--- src/hdl/perf_mon_pkg.sv ---
// constants, field layout and carriers for the
// receive performance monitor register page.
// assumes one 100 MHz clock and a host parallel port.
`default_nettype none

package perf_mon_pkg;
    // ------------------------------------------------
    // register offsets
    // ------------------------------------------------
    localparam logic [4:0] OFS_PRBS_ERR = 5'h10;
    localparam logic [4:0] OFS_PRBS_SMF = 5'h11;
    localparam logic [4:0] OFS_IVEC = 5'h12;
    localparam logic [4:0] OFS_EBIT_HI = 5'h13;
    localparam logic [4:0] OFS_EBIT_LO = 5'h14;
    localparam logic [4:0] OFS_JFIFO = 5'h15;
    localparam logic [4:0] OFS_OVF = 5'h16;
    localparam logic [4:0] OFS_SYNC_LOSS = 5'h17;
    localparam logic [4:0] OFS_FAS_ERR = 5'h18;
    localparam logic [4:0] OFS_RAI_CRC = 5'h19;

    // ------------------------------------------------
    // field layout
    // ------------------------------------------------
    localparam int CNT_W = 8;
    localparam int EBIT_W = 10;
    localparam int OVF_PRBS_BIT = 7;
    localparam int OVF_EBIT_BIT = 6;
    localparam int OVF_JFIFO_BIT = 5;
    localparam int OVF_SYNC_BIT = 4;
    localparam int OVF_FAS_BIT = 3;
    localparam int OVF_EFAS_BIT = 2;
    localparam int OVF_BPV_BIT = 1;
    localparam int OVF_CRC_BIT = 0;
    localparam int RAI_WIN_BIT = 1;
    localparam int RAI_PER_BIT = 0;
    localparam logic [7:0] RST_BYTE = 8'h00;

    // counter slots of the eight bit bank
    localparam int N_CNT8 = 5;
    localparam int IDX_PRBS = 0;
    localparam int IDX_SMF = 1;
    localparam int IDX_JFIFO = 2;
    localparam int IDX_SYNC = 3;
    localparam int IDX_FAS = 4;

    // ------------------------------------------------
    // timing
    // ------------------------------------------------
    localparam int CLK_KHZ = 100_000;
    localparam int RAI_MIN_MS = 10;
    localparam int RAI_MAX_MS = 450;
    localparam int RAI_MIN_CYC = RAI_MIN_MS * CLK_KHZ;
    localparam int RAI_MAX_CYC = RAI_MAX_MS * CLK_KHZ;
    localparam int RAI_TMR_W = 26;
    localparam int JF_MARGIN = 4;

    // ------------------------------------------------
    // carriers
    // ------------------------------------------------
    typedef struct packed {
        logic cs_n;
        logic rd_n;
        logic wr_n;
        logic [4:0] addr;
        logic [7:0] data;
    } host_in_t;

    typedef struct packed {
        logic prbs_err;
        logic crc_smf;
        logic ebit_err;
        logic fas_err;
        logic frame_tick;
        logic sync_lost;
        logic rai_high;
        logic ebits_low;
        logic efas_ovf;
        logic bpv_ovf;
        logic crc_ovf;
        logic irq_raise;
        logic [7:0] irq_vector;
    } rx_events_t;
endpackage : perf_mon_pkg

`default_nettype wire

--- src/hdl/perf_monitor_regs.sv ---
// performance monitor counters and latches of the
// e1 receive framer, read over the host port.
// assumes framer events are on mclk_i; host pins
// are asynchronous and are synchronised here.
`default_nettype none

module perf_monitor_regs #(
    parameter int RAI_MIN_CYC = perf_mon_pkg::RAI_MIN_CYC,
    parameter int RAI_MAX_CYC = perf_mon_pkg::RAI_MAX_CYC,
    parameter int JF_DEPTH = 32,
    parameter int JF_LEVEL_W = 6
) (
    input wire logic mclk_i,
    input wire logic resetn_i,
    input wire perf_mon_pkg::host_in_t host_i,
    input wire perf_mon_pkg::rx_events_t ev_i,
    input wire logic [JF_LEVEL_W-1:0] jfifo_level_i,
    output logic [7:0] data_o,
    output logic data_oe_o,
    output logic jitter_rd_slow_o,
    output logic jitter_rd_fast_o,
    output logic rai_persist_o
);
    localparam int TW = perf_mon_pkg::RAI_TMR_W;
    localparam int CW = perf_mon_pkg::CNT_W;
    localparam int EW = perf_mon_pkg::EBIT_W;
    localparam logic [TW-1:0] TMIN = TW'(RAI_MIN_CYC);
    localparam logic [TW-1:0] TMAX = TW'(RAI_MAX_CYC);
    localparam logic [JF_LEVEL_W-1:0] JF_LOW =
        JF_LEVEL_W'(perf_mon_pkg::JF_MARGIN);
    localparam logic [JF_LEVEL_W-1:0] JF_HIGH =
        JF_LEVEL_W'(JF_DEPTH - perf_mon_pkg::JF_MARGIN);

    // ------------------------------------------------
    // state
    // ------------------------------------------------
    typedef struct packed {
        logic [1:0] cs_n_s;
        logic [1:0] rd_n_s;
        logic [1:0] wr_n_s;
        logic [4:0] addr_s1;
        logic [4:0] addr_s2;
        logic [7:0] din_s1;
        logic [7:0] din_s2;
        logic rd_act;
        logic wr_act;
        logic [4:0] rd_addr;
        logic [7:0] rdata;
        logic doe;
        logic [7:0] ovf;
        logic [7:0] ivec;
        logic [TW-1:0] rai_tmr;
        logic persist;
        logic window;
        logic jf_slow;
        logic jf_fast;
        logic sync_lost_d;
    } mon_state_t;

    mon_state_t s_q;
    mon_state_t s_d;

    // ------------------------------------------------
    // host strobes
    // ------------------------------------------------
    logic rd_now;
    logic wr_now;
    logic rd_end;
    logic wr_start;
    logic wr_prbs;

    assign rd_now = !s_q.cs_n_s[1] && !s_q.rd_n_s[1];
    assign wr_now = !s_q.cs_n_s[1] && !s_q.wr_n_s[1];
    assign rd_end = !rd_now && s_q.rd_act;
    assign wr_start = wr_now && !s_q.wr_act;
    assign wr_prbs = wr_start &&
        (s_q.addr_s2 == perf_mon_pkg::OFS_PRBS_ERR);

    // ------------------------------------------------
    // counters
    // ------------------------------------------------
    logic [CW-1:0] cnt8 [perf_mon_pkg::N_CNT8];
    logic [perf_mon_pkg::N_CNT8-1:0] wrap8;
    logic [perf_mon_pkg::N_CNT8-1:0] inc8;
    logic [perf_mon_pkg::N_CNT8-1:0] clr8;
    logic [perf_mon_pkg::N_CNT8-1:0] load8;
    logic [EW-1:0] ebit_cnt;
    logic ebit_wrap;

    logic jf_near_low;
    logic jf_near_high;
    logic jf_near;
    logic rai_cond;

    assign jf_near_low = jfifo_level_i <= JF_LOW;
    assign jf_near_high = jfifo_level_i >= JF_HIGH;
    assign jf_near = jf_near_low || jf_near_high;
    assign rai_cond = ev_i.rai_high && ev_i.ebits_low;

    always_comb begin
        inc8 = '0;
        clr8 = '0;
        load8 = '0;
        inc8[perf_mon_pkg::IDX_PRBS] = ev_i.prbs_err;
        load8[perf_mon_pkg::IDX_PRBS] = wr_prbs;
        inc8[perf_mon_pkg::IDX_SMF] = ev_i.crc_smf;
        clr8[perf_mon_pkg::IDX_SMF] = wr_prbs;
        // margin entries
        // each side counts its own entry, so a jump straight
        // from one margin into the other is not lost
        inc8[perf_mon_pkg::IDX_JFIFO] = (jf_near_low && !s_q.jf_slow) ||
            (jf_near_high && !s_q.jf_fast);
        inc8[perf_mon_pkg::IDX_SYNC] =
            ev_i.frame_tick && ev_i.sync_lost;
        clr8[perf_mon_pkg::IDX_SYNC] =
            ev_i.sync_lost && !s_q.sync_lost_d;
        inc8[perf_mon_pkg::IDX_FAS] = ev_i.fas_err;
    end

    // the written byte only matters for the prbs slot
    for (genvar i = 0; i < perf_mon_pkg::N_CNT8; i++) begin : g_cnt
        event_counter #(
            .W(CW)
        ) u_cnt (
            .mclk_i(mclk_i),
            .resetn_i(resetn_i),
            .inc_i(inc8[i]),
            .clr_i(clr8[i]),
            .load_i(load8[i]),
            .load_val_i(s_q.din_s2),
            .count_o(cnt8[i]),
            .wrap_o(wrap8[i])
        );
    end

    event_counter #(
        .W(EW)
    ) u_ebit (
        .mclk_i(mclk_i),
        .resetn_i(resetn_i),
        .inc_i(ev_i.ebit_err),
        .clr_i(1'b0),
        .load_i(1'b0),
        .load_val_i({EW{1'b0}}),
        .count_o(ebit_cnt),
        .wrap_o(ebit_wrap)
    );

    // ------------------------------------------------
    // read mux
    // ------------------------------------------------
    logic [7:0] rd_mux;

    always_comb begin
        if (s_q.addr_s2 == perf_mon_pkg::OFS_PRBS_ERR) begin
            rd_mux = cnt8[perf_mon_pkg::IDX_PRBS];
        end else if (s_q.addr_s2 == perf_mon_pkg::OFS_PRBS_SMF) begin
            rd_mux = cnt8[perf_mon_pkg::IDX_SMF];
        end else if (s_q.addr_s2 == perf_mon_pkg::OFS_IVEC) begin
            rd_mux = s_q.ivec;
        end else if (s_q.addr_s2 == perf_mon_pkg::OFS_EBIT_HI) begin
            rd_mux = {6'h00, ebit_cnt[EW-1:CW]};
        end else if (s_q.addr_s2 == perf_mon_pkg::OFS_EBIT_LO) begin
            rd_mux = ebit_cnt[CW-1:0];
        end else if (s_q.addr_s2 == perf_mon_pkg::OFS_JFIFO) begin
            rd_mux = cnt8[perf_mon_pkg::IDX_JFIFO];
        end else if (s_q.addr_s2 == perf_mon_pkg::OFS_OVF) begin
            rd_mux = s_q.ovf;
        end else if (s_q.addr_s2 == perf_mon_pkg::OFS_SYNC_LOSS) begin
            rd_mux = cnt8[perf_mon_pkg::IDX_SYNC];
        end else if (s_q.addr_s2 == perf_mon_pkg::OFS_FAS_ERR) begin
            rd_mux = cnt8[perf_mon_pkg::IDX_FAS];
        end else if (s_q.addr_s2 == perf_mon_pkg::OFS_RAI_CRC) begin
            rd_mux = {6'h00, s_q.window, s_q.persist};
        end else begin
            rd_mux = perf_mon_pkg::RST_BYTE;
        end
    end

    // ------------------------------------------------
    // next state
    // ------------------------------------------------
    always_comb begin
        logic [7:0] ovf_set;
        ovf_set = 8'h00;
        s_d = s_q;
        s_d.cs_n_s = {s_q.cs_n_s[0], host_i.cs_n};
        s_d.rd_n_s = {s_q.rd_n_s[0], host_i.rd_n};
        s_d.wr_n_s = {s_q.wr_n_s[0], host_i.wr_n};
        s_d.addr_s1 = host_i.addr;
        s_d.addr_s2 = s_q.addr_s1;
        s_d.din_s1 = host_i.data;
        s_d.din_s2 = s_q.din_s1;
        s_d.rd_act = rd_now;
        s_d.wr_act = wr_now;
        s_d.sync_lost_d = ev_i.sync_lost;

        // snapshot at read start; clearing waits for the
        // strobe to end so the host sees the old value
        if (rd_now && !s_q.rd_act) begin
            s_d.rd_addr = s_q.addr_s2;
            s_d.rdata = rd_mux;
            s_d.doe = 1'b1;
        end
        if (rd_end) begin
            s_d.doe = 1'b0;
            if (s_q.rd_addr == perf_mon_pkg::OFS_OVF) begin
                s_d.ovf = s_q.ovf & ~s_q.rdata;
            end
            if (s_q.rd_addr == perf_mon_pkg::OFS_RAI_CRC &&
                s_q.rdata[perf_mon_pkg::RAI_WIN_BIT]) begin
                s_d.window = 1'b0;
            end
        end

        // sets are applied after clears so none is lost
        // prbs, e-bit, jitter, sync, fas, efas, bpv and crc overflow
        ovf_set[perf_mon_pkg::OVF_PRBS_BIT] =
            wrap8[perf_mon_pkg::IDX_PRBS];
        ovf_set[perf_mon_pkg::OVF_EBIT_BIT] = ebit_wrap;
        ovf_set[perf_mon_pkg::OVF_JFIFO_BIT] =
            wrap8[perf_mon_pkg::IDX_JFIFO];
        ovf_set[perf_mon_pkg::OVF_SYNC_BIT] =
            wrap8[perf_mon_pkg::IDX_SYNC];
        ovf_set[perf_mon_pkg::OVF_FAS_BIT] =
            wrap8[perf_mon_pkg::IDX_FAS];
        ovf_set[perf_mon_pkg::OVF_EFAS_BIT] = ev_i.efas_ovf;
        ovf_set[perf_mon_pkg::OVF_BPV_BIT] = ev_i.bpv_ovf;
        ovf_set[perf_mon_pkg::OVF_CRC_BIT] = ev_i.crc_ovf;
        s_d.ovf = s_d.ovf | ovf_set;

        if (ev_i.irq_raise) begin
            s_d.ivec = ev_i.irq_vector;
        end

        s_d.jf_slow = jf_near_low;
        s_d.jf_fast = jf_near_high;

        // timer saturates so a long run never re-enters
        // the window range
        if (rai_cond) begin
            if (s_q.rai_tmr < TMAX) begin
                s_d.rai_tmr = s_q.rai_tmr + {{(TW-1){1'b0}}, 1'b1};
            end
        end else begin
            s_d.rai_tmr = '0;
        end
        s_d.persist = rai_cond && (s_q.rai_tmr >= TMIN);
        if (!rai_cond && s_q.rai_tmr >= TMIN && s_q.rai_tmr < TMAX) begin
            s_d.window = 1'b1;
        end
    end

    always_ff @(posedge mclk_i) begin
        if (!resetn_i) begin
            s_q <= '0;
            s_q.cs_n_s <= 2'h3;
            s_q.rd_n_s <= 2'h3;
            s_q.wr_n_s <= 2'h3;
        end else begin
            s_q <= s_d;
        end
    end

    assign data_o = s_q.rdata;
    assign data_oe_o = s_q.doe;
    assign jitter_rd_slow_o = s_q.jf_slow;
    assign jitter_rd_fast_o = s_q.jf_fast;
    assign rai_persist_o = s_q.persist;

    // ------------------------------------------------
    // checks
    // ------------------------------------------------
    logic [7:0] ovf_src;
    assign ovf_src = {wrap8[0], ebit_wrap, wrap8[2], wrap8[3],
                      wrap8[4], ev_i.efas_ovf, ev_i.bpv_ovf, ev_i.crc_ovf};

    property p_prbs_inc;
        @(posedge mclk_i) disable iff (!resetn_i)
        ev_i.prbs_err && !wr_prbs && cnt8[0] != 8'hff
        |=> cnt8[0] == $past(cnt8[0]) + 8'h01;
    endproperty
    a_prbs_inc: assert property (p_prbs_inc) else $error("prbs count missed");

    property p_smf_inc;
        @(posedge mclk_i) disable iff (!resetn_i)
        ev_i.crc_smf && !wr_prbs && cnt8[1] != 8'hff
        |=> cnt8[1] == $past(cnt8[1]) + 8'h01;
    endproperty
    a_smf_inc: assert property (p_smf_inc) else $error("smf count missed");

    property p_smf_clr;
        @(posedge mclk_i) disable iff (!resetn_i)
        wr_prbs && !ev_i.crc_smf |=> cnt8[1] == 8'h00;
    endproperty
    a_smf_clr: assert property (p_smf_clr) else $error("smf not cleared");

    property p_ivec;
        @(posedge mclk_i) disable iff (!resetn_i)
        ev_i.irq_raise |=> s_q.ivec == $past(ev_i.irq_vector);
    endproperty
    a_ivec: assert property (p_ivec) else $error("vector not held");

    property p_ebit_wrap;
        @(posedge mclk_i) disable iff (!resetn_i)
        ev_i.ebit_err && ebit_cnt == 10'h3ff
        |=> ebit_cnt == 10'h000 ##1 s_q.ovf[6];
    endproperty
    a_ebit_wrap: assert property (p_ebit_wrap) else $error("e-bit wrap lost");

    property p_jf_inc;
        @(posedge mclk_i) disable iff (!resetn_i)
        $rose(jf_near) && cnt8[2] != 8'hff
        |=> cnt8[2] == $past(cnt8[2]) + 8'h01;
    endproperty
    a_jf_inc: assert property (p_jf_inc) else $error("jitter entry missed");

    property p_jf_clk;
        @(posedge mclk_i) disable iff (!resetn_i)
        jf_near_low && !jf_near_high |=> jitter_rd_slow_o && !jitter_rd_fast_o;
    endproperty
    a_jf_clk: assert property (p_jf_clk) else $error("read clock not slowed");

    property p_ovf_prbs;
        @(posedge mclk_i) disable iff (!resetn_i)
        wrap8[0] |=> s_q.ovf[7];
    endproperty
    a_ovf_prbs: assert property (p_ovf_prbs) else $error("prbs overflow lost");

    property p_ovf_efas;
        @(posedge mclk_i) disable iff (!resetn_i)
        ev_i.efas_ovf |=> s_q.ovf[2];
    endproperty
    a_ovf_efas: assert property (p_ovf_efas) else $error("efas overflow lost");

    property p_ovf_bpv;
        @(posedge mclk_i) disable iff (!resetn_i)
        ev_i.bpv_ovf |=> s_q.ovf[1];
    endproperty
    a_ovf_bpv: assert property (p_ovf_bpv) else $error("bpv overflow lost");

    property p_ovf_clr;
        @(posedge mclk_i) disable iff (!resetn_i)
        rd_end && s_q.rd_addr == perf_mon_pkg::OFS_OVF && ovf_src == 8'h00
        |=> (s_q.ovf & $past(s_q.rdata)) == 8'h00;
    endproperty
    a_ovf_clr: assert property (p_ovf_clr) else $error("latch not cleared");

    property p_sync_clr;
        @(posedge mclk_i) disable iff (!resetn_i)
        ev_i.sync_lost && !s_q.sync_lost_d && !ev_i.frame_tick
        |=> cnt8[3] == 8'h00;
    endproperty
    a_sync_clr: assert property (p_sync_clr) else $error("sync count kept");

    property p_persist;
        @(posedge mclk_i) disable iff (!resetn_i)
        !rai_cond |=> !s_q.persist;
    endproperty
    a_persist: assert property (p_persist) else $error("persist without rai");

    property p_window;
        @(posedge mclk_i) disable iff (!resetn_i)
        $rose(s_q.window) |-> $past(s_q.rai_tmr) >= TMIN && $past(s_q.rai_tmr) < TMAX;
    endproperty
    a_window: assert property (p_window) else $error("window out of range");
endmodule : perf_monitor_regs

`default_nettype wire

--- src/hdl/event_counter.sv ---
// one wrapping event counter with load and clear.
// assumes inc, clr and load come from the same clock.
`default_nettype none

module event_counter #(
    parameter int W = 8
) (
    input wire logic mclk_i,
    input wire logic resetn_i,
    input wire logic inc_i,
    input wire logic clr_i,
    input wire logic load_i,
    input wire logic [W-1:0] load_val_i,
    output logic [W-1:0] count_o,
    output logic wrap_o
);
    typedef struct packed {
        logic [W-1:0] cnt;
        logic wrap;
    } cnt_state_t;

    cnt_state_t s_q;
    cnt_state_t s_d;

    always_comb begin
        logic [W-1:0] base;
        base = clr_i ? {W{1'b0}} : s_q.cnt;
        s_d = s_q;
        s_d.wrap = 1'b0;
        if (load_i) begin
            s_d.cnt = load_val_i;
        end else if (inc_i) begin
            if (base == {W{1'b1}}) begin
                s_d.cnt = {W{1'b0}};
                s_d.wrap = 1'b1;
            end else begin
                s_d.cnt = base + {{(W-1){1'b0}}, 1'b1};
            end
        end else begin
            s_d.cnt = base;
        end
    end

    always_ff @(posedge mclk_i) begin
        if (!resetn_i) begin
            s_q <= '0;
        end else begin
            s_q <= s_d;
        end
    end

    assign count_o = s_q.cnt;
    assign wrap_o = s_q.wrap;
endmodule : event_counter

`default_nettype wire

--- config.mk ---
export PLATFORM = sky130hd
export DESIGN_NAME = perf_monitor_regs
export DESIGN_NICKNAME = d
export VERILOG_FILES = /design/src/hdl/perf_mon_pkg.sv /design/src/hdl/perf_monitor_regs.sv /design/src/hdl/event_counter.sv
export SDC_FILE = /design/constraint.sdc
export NUM_CORES = 1
export LEC_CHECK = 0
export BUFFER_PORTS_ARGS = -buffer_cell sky130_fd_sc_hd__buf_2
export CAP_MARGIN = 15
export CORE_ASPECT_RATIO = 1.25
export CORE_MARGIN = 2
export CORE_UTILIZATION = 50
export CTS_CLUSTER_SIZE = 24
export DETAILED_ROUTE_END_ITERATION = 10
export PLACE_DENSITY = 0.71
export SLEW_MARGIN = 20
export SYNTH_ARGS = -nofsm -noshare
export SYNTH_HDL_FRONTEND = slang
export SYNTH_SLANG_ARGS = --single-unit
--- constraint.sdc ---
create_clock -name mclk_i -period 1.7 [get_ports mclk_i]
set_input_delay 0.17 -clock mclk_i [delete_from_list [all_inputs] [get_ports mclk_i]]
set_output_delay 0.17 -clock mclk_i [all_outputs]
set_load 0.01 [all_outputs]
==> reports/qor.csv <==
metric;value;unit
fin_setup_tns;-0.571;ns
layout.nets;1047;
yosys-mux-area-fraction;2.61;%
failed_checks;negative setup slack;
grt_pass1_vias;6380;
critPathKind;register to register;
async_reset_ff_share;0;%
power_density;913;nW/um^2
total_power;8.61;mW
synth.distinct_cells;60;
synth_compound_area_share;16.0;%
vias;6700;
grt_max_degree;54;
synth_top_area_cell;dfxtp_1;
syn_avg_cell_area;8.32;sq um
dieArea;14800;sq um
ys_ff_latch;150;
cts_tree;built;
port_buffers;55;
synth-xor-area-share;4.79;%
leakage;3.67;nW
gr-total-overflow;0;
root_buffer;clkbuf_16;
fin_skew;0.0118;ns
syn_inst;834;
drv_slew;0;
max_slew_margin;70.7;%
setup_ws;-0.0848;ns
syn2layout_area_growth;35.9;%
num_rows;48;
pre_cts_ws;-0.276;ns
insertion_delay;0.43;ns
ir_drop;0.645;mV
synth_nets;886;
cts_buffers;17;
ys_warn_count;0;
synth_edf_count;0;
drv_cap;0;
die_h;136;um
wl_per_cell;16.1;um
hpwl;12800;um
start_util;50.7;%
clockBufferDepth;2;
final.min_clock_period;1.78;ns
core;13700;sq um
ys_seq_area_share;43.3;%
drc;0;
status;finished with violations;
diodes;0;
via_per_inst;5.66;
max_freq;0.560;GHz
clock_sinks;150;
grt_pass1_wl;29900;um
finalSetupViolations;16;
hold_viol_final;0;
worst_slew_pin_slew;0.427;ns
cts.reportedPaths.clkPinSlew;0.06;ns
drtIter0Drc;311;
antenna_found_initial;0;
placed_area;8000;sq um
routed_wl;19000;um
fin_crit_sh;105;%
timing.hold.ws;0.0325;ns
gp_congestion;0.949;
firstDrtPassIters;5;
synth_top_area_share;43.3;%
final_layout_size_suffix_gt1_share;28.0;%
cts_max_level;4;
ios;56;
final_util;68.9;%
endpoint_kind;register;
synth_top_family_by_area;simple AND/OR/NAND/NOR gates;
synthSimpleGateAreaFrac;27.9;%
crit_arrival;2.15;ns
critPathLaunchType;register;
synthTopCellsByArea;dfxtp_1, nor2_1, a21oi_1, nand2_1, and2_1;
synthesis.area;6940;sq um
final_area;9440;sq um
place_inst;1106;
synth-main-ff-cell;dfxtp_1;
grt_usage;25.9;%
hp-class;input port to register;
fin_cells;1183;
cp.required;2.07;ns
die_x;109;um
rsz0062_at_grt;true;
synth_adder_area_share;1.44;%
ant_nets;0;
cp_max_fo;6;
-- synth_stat cells (13+ instances only) --
cell type and instances:
a21oi_1 71, and2_1 35, clkbuf_1 29, dfxtp_1 150, inv_1 14, mux2i_1 17
nand2_1 80, nand3_1 41, nand4_1 29, nor2_1 102, nor3_1 13, o21ai_0 34
or3_1 16, xnor2_1 13, xor2_1 25
-- worst max-delay path, stage by stage (launching register included) --
cell     delay (ns)
dfxtp_4        0.37
buf_6          0.12
nor4b_4        0.25
buf_4          0.18
nand3_1        0.08
a32o_2         0.23
a221o_1        0.34
a21oi_2        0.15
-- layer usage --
| layer | part of all wire (%) | vias to the layer above | global-route usage [%] |
|---|---|---|---|
| li1 | - | 3293 | - |
| met1 | 40 | 3172 | 29.9 |
| met2 | 50 | 181 | 44.3 |
| met3 | 5.6 | 54 | 6.35 |
| met4 | 3.6 | 0 | 12.5 |
| met5 | 0 | - | 0 |
-- cells in the final DEF, fill, tap and decap left out, types with 11 or more instances in the layout --
master,instances
a21oi_1,64
and2_1,32
and3_1,12
buf_2,55
buf_4,94
clkbuf_16,17
dfxtp_1,127
dfxtp_2,15
dlygate4sd3_1,28
inv_1,13
mux2i_1,17
nand2_1,78
nand3_1,37
nand4_1,29
nor2_1,101
o211ai_1,11
o21ai_0,27
or3_1,12
xnor2_1,13
xor2_1,25
-- final timing paths --
check                    from               end  slack (ns)  depth (start not counted)
max                   s_q[80]         data_o[2]       -0.08                          7
min          jfifo_level_i[5]  jitter_rd_slow_o        0.03                          3
max reg2reg           s_q[80]         data_o[2]       -0.08                          7
min reg2reg           s_d[94]           s_q[94]        0.40                          1
-- final cells by class --
cell class                      instances  area [sq um]
Clock buffer                           19           443
Inverter                               15          56.3
Fill cell                            1099          4260
Multi-Input combinational cell        620          3990
Sequential cell                       150          3050
Timing Repair Buffer                  191          1440
Tap cell                              175           219
Clock inverter                         13           240
-- timing repair --
item                                    4_1_cts  5_1_grt
pin swaps                                    15       33
resized for setup                            48       58
hold endpoints to repair                     28        0
setup buffers                                 4       12
gates cloned                                  0        2
endpoints found under the setup margin       33       43
hold buffers                                 28        0
-- kinds of logic (layout without fill, tap and decap cells) --
| family | Yosys count | after routing |
|---|---|---|
| buffers and inverters | 64 | 238 |
| AND/OR/NAND/NOR | 381 | 381 |
| flip-flops | 150 | 150 |
| AO/OA/AOI/OAI | 175 | 175 |
| multiplexers | 18 | 18 |
| adder cells (fa/ha/maj) | 8 | 8 |
| XOR/XNOR | 38 | 38 |
-- power by group --
group | switching [mW] | internal [mW] | leakage (nW)
registers | 0.0732 | 3.59 | 1.23
clock network | 1.55 | 2.82 | 0.330
logic | 0.288 | 0.295 | 2.10
-- flip-flops by register name, summed over array words and instances (netlist names) --
name	count
jitter_rd_fast_o	1
data_oe_o	1
g_cnt.u_cnt.count_o	40
u_ebit.count_o	10
data_o	8
jitter_rd_slow_o	1
rai_persist_o	1
u_ebit.wrap_o	1
s_d	16
g_cnt.u_cnt.wrap_o	4
s_q	67
No activity file was read; power rests on OpenSTA's default activity.
